`src/logic/asr_pkg.sv`:
```
/*
  package for the arithmetic status register block: offsets, bit positions,
  reset values and the flag-update operation codes.
  assumes a single core clock and an active-low power-on reset.
*/
package asr_pkg;

  // ---------------------------------------------------------------
  // register placement
  // ---------------------------------------------------------------
  localparam logic [8:0] ASR_OFFSET_B0 = 9'h003;
  localparam logic [8:0] ASR_OFFSET_B1 = 9'h083;
  localparam logic [8:0] ASR_OFFSET_B2 = 9'h103;
  localparam logic [8:0] ASR_OFFSET_B3 = 9'h183;
  localparam logic [6:0] ASR_OFFSET_LOW = 7'h03;

  // ---------------------------------------------------------------
  // bit positions
  // ---------------------------------------------------------------
  localparam int ASR_BIT_CARRY = 0;
  localparam int ASR_BIT_NIBBLE = 1;
  localparam int ASR_BIT_ZERO = 2;
  localparam int ASR_BIT_SLEEP = 3;
  localparam int ASR_BIT_WDOG = 4;
  localparam int ASR_BIT_DBANK_LO = 5;
  localparam int ASR_BIT_DBANK_HI = 6;
  localparam int ASR_BIT_IBANK = 7;

  // ---------------------------------------------------------------
  // reset value, write masks and clear result
  // ---------------------------------------------------------------
  localparam logic [7:0] ASR_RESET_VALUE = 8'h18;
  localparam logic [7:0] ASR_WRITABLE_MASK = 8'he7;
  localparam logic [7:0] ASR_ARITH_MASK = 8'h07;
  localparam logic [7:0] ASR_CLEAR_RESULT = 8'h04;

  // ---------------------------------------------------------------
  // flag-update operations from the datapath
  // ---------------------------------------------------------------
  typedef enum logic [2:0] {
    ASR_OP_NONE = 3'h0,
    ASR_OP_ADD = 3'h1,
    ASR_OP_SUB = 3'h2,
    ASR_OP_LOGIC = 3'h3,
    ASR_OP_CLEAR = 3'h4
  } asr_op_type;

endpackage

```
`src/logic/asr_flag_unit.sv`:
```
/*
  flag computation for the arithmetic status register.
  assumes operands arrive valid in the same cycle as the operation code.
*/
`timescale 1ns/1ns
module asr_flag_unit #(
  parameter int WIDTH = 8
) (
  // operation
  input wire asr_pkg::asr_op_type op_in,
  input wire logic [WIDTH-1:0] a_in,
  input wire logic [WIDTH-1:0] b_in,
  // flags and result
  output logic carry_out,
  output logic nibble_carry_out,
  output logic zero_out,
  output logic [WIDTH-1:0] result_out
);

  // the nibble carry taps bit 3; datapaths narrower than five bits are rejected
  if (WIDTH < 5) begin : g_width_check
    $error("asr_flag_unit needs at least five bits");
  end

  wire logic is_sub;
  wire logic [WIDTH-1:0] b_eff;
  wire logic [WIDTH:0] sum_full;
  wire logic [4:0] nib_sum;

  assign is_sub = (op_in == asr_pkg::ASR_OP_SUB);
  // subtraction adds the two's complement, so carry 1 means no borrow
  assign b_eff = is_sub ? ~b_in : b_in;
  assign sum_full = {1'b0, a_in} + {1'b0, b_eff} + {{WIDTH{1'b0}}, is_sub};
  assign nib_sum = {1'b0, a_in[3:0]} + {1'b0, b_eff[3:0]} + {4'h0, is_sub};

  always_comb begin
    result_out = sum_full[WIDTH-1:0];
    carry_out = sum_full[WIDTH];
    nibble_carry_out = nib_sum[4];
    zero_out = (sum_full[WIDTH-1:0] == '0);
    if (op_in == asr_pkg::ASR_OP_LOGIC) begin
      result_out = a_in;
      zero_out = (a_in == '0);
    end
  end

endmodule

```
`src/logic/asr_status_reg.sv`:
```
/*
  arithmetic status register: carry, nibble carry and zero flags, reset
  status flags and the bank-select bits, plus bank address generation.
  assumes the instruction datapath drives one operation per cycle and that
  software reaches the register through the plain read/write port.
*/
// Added by the designer: the plain strobed port.
`timescale 1ns/1ns

module asr_status_reg (
  // clock and reset
  input wire logic clk_in,
  input wire logic reset_n_in,
  // register port
  input wire logic [8:0] addr_in,
  input wire logic [7:0] wdata_in,
  input wire logic wr_in,
  input wire logic rd_in,
  output logic [7:0] rdata_out,
  // datapath flag update
  input wire asr_pkg::asr_op_type op_in,
  input wire logic [7:0] op_a_in,
  input wire logic [7:0] op_b_in,
  output logic [7:0] result_out,
  // reset-status events
  input wire logic wdog_clear_in,
  input wire logic sleep_in,
  input wire logic wdog_timeout_in,
  // addressing
  input wire logic [6:0] direct_addr_in,
  input wire logic [7:0] indirect_addr_in,
  output logic [8:0] direct_full_addr_out,
  output logic [8:0] indirect_full_addr_out,
  // status view
  output logic [7:0] status_out
);

  // ---------------------------------------------------------------
  // flag computation
  // ---------------------------------------------------------------
  wire logic fu_carry;
  wire logic fu_nibble;
  wire logic fu_zero;
  wire logic [7:0] fu_result;

  asr_flag_unit #(
    .WIDTH(8)
  ) u_flags (
    .op_in(op_in),
    .a_in(op_a_in),
    .b_in(op_b_in),
    .carry_out(fu_carry),
    .nibble_carry_out(fu_nibble),
    .zero_out(fu_zero),
    .result_out(fu_result)
  );

  // ---------------------------------------------------------------
  // decode
  // ---------------------------------------------------------------
  logic [7:0] status_r;
  logic [7:0] status_nxt;
  logic [7:0] rdata_r;
  logic [7:0] result_r;
  logic [8:0] dfull_r;
  logic [8:0] ifull_r;

  wire logic hit;
  wire logic sw_write;
  wire logic sw_read;
  wire logic is_arith;
  wire logic is_add_sub;
  wire logic is_clear;
  wire logic [7:0] arith_flags;
  wire logic [7:0] sw_value;

  // same low offset in every bank
  assign hit = (addr_in[6:0] == asr_pkg::ASR_OFFSET_LOW);
  assign sw_write = wr_in && hit;
  assign sw_read = rd_in && hit;
  assign is_add_sub = (op_in == asr_pkg::ASR_OP_ADD) ||
                      (op_in == asr_pkg::ASR_OP_SUB);
  assign is_arith = is_add_sub || (op_in == asr_pkg::ASR_OP_LOGIC);
  assign is_clear = (op_in == asr_pkg::ASR_OP_CLEAR);
  assign arith_flags = {5'h00, fu_zero,
                        is_add_sub ? fu_nibble : status_r[1],
                        is_add_sub ? fu_carry : status_r[0]};
  // reset-status bits never take software data
  assign sw_value = (wdata_in & asr_pkg::ASR_WRITABLE_MASK) |
                    (status_r & ~asr_pkg::ASR_WRITABLE_MASK);

  // ---------------------------------------------------------------
  // next value
  // ---------------------------------------------------------------
  always_comb begin
    status_nxt = status_r;
    if (sw_write && is_clear) begin
      // clear result 000u u1uu
      status_nxt = (status_r & 8'h1b) | asr_pkg::ASR_CLEAR_RESULT;
    end else if (sw_write) begin
      status_nxt = sw_value;
    end
    if (is_arith) begin
      // flag logic wins over the written flag bits
      status_nxt = (status_nxt & ~asr_pkg::ASR_ARITH_MASK) |
                   arith_flags;
    end
    // reset-status events come from core logic, not from data writes
    if (wdog_clear_in) begin
      status_nxt[asr_pkg::ASR_BIT_WDOG] = 1'b1;
      status_nxt[asr_pkg::ASR_BIT_SLEEP] = 1'b1;
    end else if (sleep_in) begin
      status_nxt[asr_pkg::ASR_BIT_WDOG] = 1'b1;
      status_nxt[asr_pkg::ASR_BIT_SLEEP] = 1'b0;
    end
    if (wdog_timeout_in) begin
      status_nxt[asr_pkg::ASR_BIT_WDOG] = 1'b0;
    end
  end

  // ---------------------------------------------------------------
  // bank address generation
  // ---------------------------------------------------------------
  wire logic [8:0] dfull_nxt;
  wire logic [8:0] ifull_nxt;

  assign dfull_nxt = {status_nxt[asr_pkg::ASR_BIT_DBANK_HI],
                      status_nxt[asr_pkg::ASR_BIT_DBANK_LO],
                      direct_addr_in};
  assign ifull_nxt = {status_nxt[asr_pkg::ASR_BIT_IBANK],
                      indirect_addr_in};

  // ---------------------------------------------------------------
  // registers
  // ---------------------------------------------------------------
  always_ff @(posedge clk_in or negedge reset_n_in) begin
    if (!reset_n_in) begin
      status_r <= asr_pkg::ASR_RESET_VALUE;
      rdata_r <= 8'h00;
      result_r <= 8'h00;
      dfull_r <= 9'h000;
      ifull_r <= 9'h000;
    end else begin
      status_r <= status_nxt;
      rdata_r <= sw_read ? status_r : 8'h00;
      result_r <= fu_result;
      dfull_r <= dfull_nxt;
      ifull_r <= ifull_nxt;
    end
  end

  assign rdata_out = rdata_r;
  assign result_out = result_r;
  assign direct_full_addr_out = dfull_r;
  assign indirect_full_addr_out = ifull_r;
  assign status_out = status_r;

endmodule

```
`config.mk`:
```
export PLATFORM = sky130hd
export DESIGN_NAME = asr_status_reg
export DESIGN_NICKNAME = d
export VERILOG_FILES = /design/src/logic/asr_pkg.sv /design/src/logic/asr_flag_unit.sv /design/src/logic/asr_status_reg.sv
export SDC_FILE = /design/constraint.sdc
export NUM_CORES = 1
export LEC_CHECK = 0
export ABC_AREA = 1
export ABC_CLOCK_PERIOD_IN_PS = 800
export BUFFER_PORTS_ARGS = -buffer_cell sky130_fd_sc_hd__buf_2
export CAP_MARGIN = 20
export CELL_PAD_IN_SITES_DETAIL_PLACEMENT = 0
export CELL_PAD_IN_SITES_GLOBAL_PLACEMENT = 1
export CORE_UTILIZATION = 28
export CTS_BUF_LIST = sky130_fd_sc_hd__clkbuf_16
export CTS_CLUSTER_DIAMETER = 60
export DETAILED_ROUTE_END_ITERATION = 12
export GPL_TIMING_DRIVEN = 0
export PLACE_DENSITY_LB_ADDON = 0.1
export SYNTH_ARGS = -nofsm -noshare
export SYNTH_HDL_FRONTEND = slang
export SYNTH_SLANG_ARGS = --single-unit
```
`constraint.sdc`:
```
create_clock -name clk_in -period 0.8 [get_ports clk_in]
set_input_delay 0.04 -clock clk_in [delete_from_list [all_inputs] [get_ports clk_in]]
set_output_delay 0.04 -clock clk_in [all_outputs]
set_load 0.01 [all_outputs]
```
# ---- After elaboration in Yosys (flattened, before gate mapping)
# Cells that the tools add are included.
dict set report totals {
  reg_bits 42
  input_bits 58
  output_inout_bits 42
  wordCells 42
}
dict set report classes {
  add_sub_neg 4
  eq_ne 6
  mux 12
  bitwise 3
  reduce_logical 10
}
# op count
set ops {}
lappend ops {{two-way mux 8 bit} 6}
lappend ops {{logical NOT 8 bit} 2}
lappend ops {{adder 8 x 8 -> 9 bit} 1}
lappend ops {{adder 9 x 1 -> 9 bit} 1}
lappend ops {{inverter 8 bit} 1}
lappend ops {{bitwise OR 8 x 3 -> 8 bit} 1}
lappend ops {{bitwise OR 8 x 5 -> 8 bit} 1}
lappend ops {{equality test 7 x 2 -> 1 bit (second input constant)} 1}
lappend ops {{equality test 3 x 2 -> 1 bit (second input constant)} 2}
lappend ops {{adder 4 x 4 -> 5 bit} 1}
lappend ops {{adder 5 x 1 -> 5 bit} 1}
lappend ops {{two-way mux 1 bit} 4}
lappend ops {{two-way mux 2 bit} 2}
lappend ops {{equality test 3 x 1 -> 1 bit (second input constant)} 1}
lappend ops {{equality test 3 bit (second input constant)} 1}
lappend ops {{logical AND 1 bit} 3}
lappend ops {{nonzero test 3 bit} 1}
lappend ops {{logical OR 1 bit} 2}
lappend ops {{inequality test 2 bit (second input constant)} 1}
lappend ops {{AND reduction 2 bit} 1}
lappend ops {{nonzero test 2 bit} 1}

# ---- Logic depth before layout (Yosys ltp)
dict set report depth {
  depth_word 11
  ltp_mapped 17
  ltp_nobuf 17
}

# ---- Hierarchy
# From an unflattened synthesis, not the netlist that was laid out.
dict set report unflattened {
  cells_unflattened 215
  hier_area_um2 1980.6
}
# mod n_inst cells_per_inst area_each_um2
set modules_own_cells {}
lappend modules_own_cells {asr_status_reg 1 106 1313.8}
lappend modules_own_cells {asr_flag_unit 1 109 666.9}

# ---- Worst setup path after synthesis
# Ideal clock, no wire load.
dict set report synth_timing {
  path_type {input port to flip-flop}
  start {in op_in[0]}
  end {reg status_r[2] (netlist: status_out[2])}
  setup_time_ps 65
  t_arrival_ps 1607
  required_time_ps 735
  path_slack_ps -872
  path_stages 13
  n_path_buf 0
  path_cell_list {inv_2 nand3_4 xnor2_1 fa_1 nand3_1 nand2_1 xnor2_1 nand3_1 nor2_2 nand3_1 nand2_1 nand2_1 nand2_1}
}
dict set report synth_between {
  elab_chain_cells 8
}
# element line
set synth_rtl {}
lappend synth_rtl {{start, declared} asr_status_reg.sv:21} ;# input wire asr_pkg::asr_op_type op_in,
lappend synth_rtl {{equality test 3 x 2 -> 1 bit} {asr_flag_unit.sv:30, asr_status_reg.sv:82}}
lappend synth_rtl {{two-way mux 8 bit} asr_flag_unit.sv:32} ;# assign b_eff = is_sub ? ~b_in : b_in;
lappend synth_rtl {{adder 8 x 8 -> 9 bit} asr_flag_unit.sv:33} ;# assign sum_full = {1'b0, a_in} + {1'b0, b_eff} + {{WIDTH{1'b0}}, is_sub};
lappend synth_rtl {{adder 9 x 1 -> 9 bit} asr_flag_unit.sv:33}
lappend synth_rtl {{logical NOT 8 bit} asr_flag_unit.sv:40} ;# zero_out = (sum_full[WIDTH-1:0] == '0);
lappend synth_rtl {{two-way mux 1 bit} asr_flag_unit.sv:41} ;# if (op_in == asr_pkg::ASR_OP_LOGIC) begin
lappend synth_rtl {{bitwise OR 8 x 3 -> 8 bit} asr_status_reg.sv:105} ;# status_nxt = (status_nxt & ~asr_pkg::ASR_ARITH_MASK) |
lappend synth_rtl {{two-way mux 8 bit} asr_status_reg.sv:103} ;# if (is_arith) begin
lappend synth_rtl {{end signal, assigned} asr_status_reg.sv:138} ;# status_r <= asr_pkg::ASR_RESET_VALUE;
lappend synth_rtl {{end signal, assigned} asr_status_reg.sv:144} ;# status_r <= status_nxt;
lappend synth_rtl {{end, declared} asr_status_reg.sv:61} ;# logic [7:0] status_r;
# Several ways; a longest one is shown, not always the timed one. The select of a mux whose other input is x is not followed.
# A chain may end at the register's enable or synchronous reset.

# ---- Worst setup path after layout
# Ends and elaborated chain as after synthesis.

==> flow_summary.yaml <==
run_status:
  run_status: "complete, but fails checks"
  failing_checks: "hold timing, setup timing"
grt:
  grt_remaining_overflow: 0
  grt_most_used_layer: "met2"
  grt_max_degree: 40
  met3_track_demand_over_resource: 0.02077
  global_route_met1_utilization: 0.1877
  wire_length_of_the_first_global_routing_pass_mm: 8.556
  antenna_found_initial: 0
  vias_in_the_first_global_route: 1802
  globalRouteMet2Util: 0.2779
  grt.total_usage: 0.1555
power:
  powerDensity_nw_per_um2: 1759
  leakage_nw: 1.728
  irDropWorstVdd_uv: 1440
  totalPowerFinal_w: 0.005825
logic_synthesis:
  synth.ff_latch_count: 39
  synth_unique_cells: 29
  netlist_area_um2: 1867
  synthTopCellsByCount: "sky130_fd_sc_hd__nand2_1, sky130_fd_sc_hd__dfrtp_1, sky130_fd_sc_hd__inv_1"
  synthDominantCellAreaShare: 0.4960
  synth_enable_flop_cells: 0
  synth-compound-area-share: 0.06300
  syn-num-nets: 271
  synth_top_flop_cell: "sky130_fd_sc_hd__dfrtp_1"
  synth_xor_xnor_area_share: 0.04223
  most_frequent_cell_after_synthesis: "sky130_fd_sc_hd__nand2_1"
  synth_simple_gate_area_share: 0.2332
  synth.top_cells.by_area: "sky130_fd_sc_hd__dfrtp_1, sky130_fd_sc_hd__nand2_1, sky130_fd_sc_hd__inv_1, sky130_fd_sc_hd__ha_1, sky130_fd_sc_hd__nand3_1"
  postSynthAreaPerCell_um2: 9.151
  synth_fa_ha_area_frac: 0.06434
  async_flop_share: 1.000
  ys.warnings.count: 0
  synth.yosys.seq_area_share: 0.5241
  yosys-mux-area-fraction: 0
  postSynthCellCount: 204
  synth_top_family_by_area: "simple AND/OR/NAND/NOR gates"
  synthDominantAreaCellType: "sky130_fd_sc_hd__dfrtp_1"
worst_setup_path:
  data_arrival_time_of_the_worst_path_ns: 1.83
  timing.critical_path.mode_cell: "sky130_fd_sc_hd__nand2_1"
  endpoint_kind: "flop"
  cp.required_ns: 1.01
  critical_path.slowest_cell: "sky130_fd_sc_hd__ha_4"
  cpPeakStageDelay_ns: 0.29
  crit_type: "in2reg"
  crit_chain: "buf_12, inv_16, nand3_4, buf_6, xnor2_4, ha_4, nand2_1, inv_2, nand4_1, nand4_1, nand2_1, nor2_1, nand3_1, nand2_1, nand2_1, nand2_1"
  critical_path_peak_fanout: 5
  timing.critical_path.from_type: "input pin"
detailed_routing:
  routedWlPerCell_um: 12.29
  drt-initial-drc-count: 39
  via_count: 1889
  ant_nets: 0
  detail_route.wirelength_mm: 5.249
  route.detailed.vias_per_inst: 4.424
  number_of_optimization_iterations_in_the_first_detailed_route_pass: 4
  drcViolationCount: 0
clocking:
  clk_path_buf_depth: 2
  path_clk_slew_ns: 0.05
  insertion_delay_ns: 0.27
  cts.hold.buffers_added: 18
  cts_tree: "built"
  cts_made_buffers: 5
  buffer_cell_driving_the_clock_tree_root: "sky130_fd_sc_hd__clkbuf_16"
  tritoncts_num_sinks: 39
  clock_tree.htree_level_count: 2
final_layout:
  syn2layout_area_growth_pct: 77.41
  layout-drive-gt1-share: 0.5000
  final_core_utilization: 0.5186
  layout.nets: 416
  antenna-diode-count: 0
  count_of_placed_standard_cells_in_the_final_layout_fillers_left_out: 427
run:
  max_cap_violations: 0
die:
  num_ports: 100
  height_of_the_die_um: 83.65
  core_region_area_um2: 6386
  start_util: 0.2923
  rows: 29
  fp.dieArea_um2: 6997
  chipWidth_um: 83.65
sta:
  maxSlewViolCount: 0
  fmax_ghz: 0.6200
  hold_viol: 37
  report.final.setup_viol: 37
  tightest_slew_ns: 0.8391
  rsz0062_at_grt: "yes"
  fin_setup_tns_ns: -6.549
  period_share: 2.016
  final_period_minus_worst_setup_slack_ns: 1.613
  fin_worst_hold_slack_ns: -0.1385
  worst_slew_margin_rel: 0.4406
  setup_slack_ns: -0.8129
  final.setup_skew_ns: 0.0004486
hold_path:
  worstHoldPathType: "in2async"
placement:
  gpl.final_weighted_congestion: 0.8083
  dp.final_hpwl_mm: 3.731
  place.detailed.instances: 376
  place.port_buffers: 95
-- cell usage in the layout, fill, tap and decap left out, types with 4 or more instances in the layout --
cell,n
sky130_fd_sc_hd__inv_2,8
sky130_fd_sc_hd__dfrtp_1,37
sky130_fd_sc_hd__clkbuf_16,5
sky130_fd_sc_hd__nand2_2,5
sky130_fd_sc_hd__nand4_1,5
sky130_fd_sc_hd__buf_4,19
sky130_fd_sc_hd__o21ai_1,7
sky130_fd_sc_hd__nand2_1,40
sky130_fd_sc_hd__ha_1,5
sky130_fd_sc_hd__dlygate4sd3_1,18
sky130_fd_sc_hd__xnor2_2,5
sky130_fd_sc_hd__buf_2,77
sky130_fd_sc_hd__nand3_1,12
sky130_fd_sc_hd__nand3_2,4
sky130_fd_sc_hd__buf_6,25
sky130_fd_sc_hd__nor2_1,14
sky130_fd_sc_hd__inv_1,21
-- routing by layer --
layer	share of wire	vias to the layer above
li1	-	944
met1	0.40	876
met2	0.53	61
met3	0.044	8
met4	0.021	0
met5	0	-
-- logic make-up after synthesis --
family | count (synthesis)
AOI/OAI and AO/OA | 21
buffers and inverters | 33
xor gates and xnor gates | 9
and+or+nand+nor | 93
DFF | 39
adders and majority gates | 9
-- repair_timing --
action | in CTS | in global routing
cloned | 1 | 0
hold endpoints to repair | 54 | 37
setup buffers | 18 | 6
setup endpoints to repair | 49 | 65
gates resized for setup | 42 | 33
pin swaps | 27 | 9
-- per-stage QoR --
stage                     instance area [um2]  setup WS (ns)
final                                    3312        -0.8129
after global routing                     3312        -0.9398
after CTS                                3127        -0.8182
after detailed placement                 2477         -1.268
after global placement                   2477         -1.253
after floorplan                          1906        -0.7813
-- final timing paths --
| kind | start | end | slack (ns) | depth (start not counted) |
|---|---|---|---|---|
| worst max register to register | status_out[3]$_DFFE_PN1P_ | status_out[3]$_DFFE_PN1P_ | -0.06 | 3 |
| worst min-delay path | reset_n_in | indirect_full_addr_out[7]$_DFF_PN0_ | -0.14 | 1 |
| min in group clk_in | wdata_in[7] | status_out[7]$_DFFE_PN0P_ | 0.01 | 3 |
| worst max-delay path | op_in[0] | status_out[2]$_DFFE_PN0P_ | -0.81 | 16 |
| worst min register to register | status_out[4]$_DFFE_PN1P_ | status_out[4]$_DFFE_PN1P_ | 0.48 | 2 |
| max in group asynchronous | reset_n_in | status_out[0]$_DFFE_PN0P_ | 0.40 | 1 |
-- flip-flops by register name, summed over array words and instances, names as in the netlist --
name	count
direct_full_addr_out	8
indirect_full_addr_out	8
rdata_out	8
result_out	8
status_out	7
-- area by class of cell --
type	count	area, um2
Clock inverter	3	12.51
Tap cell	77	96.34
Inverter	29	130.1
Sequential cell	39	978.4
Multi-Input combinational cell	133	944.7
Buffer	4	38.79
Timing Repair Buffer	137	985.9
Fill cell	623	3074
Clock buffer	5	125.1
-- power by group --
part / switching (W) / internal (W)
Combinational: 0.000846 / 0.000946
Clock: 0.000676 / 0.00112
Sequential: 0.0000788 / 0.00215
Total: 0.00160 / 0.00422
-- critical path, delay by kind of cell --
kind,cells,cell delay (ns)
buffers and inverters,4,0.39
adders and majority gates,1,0.29
xor gates and xnor gates,1,0.12
and+or+nand+nor,10,0.98
No activity file was read; power rests on OpenSTA's default activity.
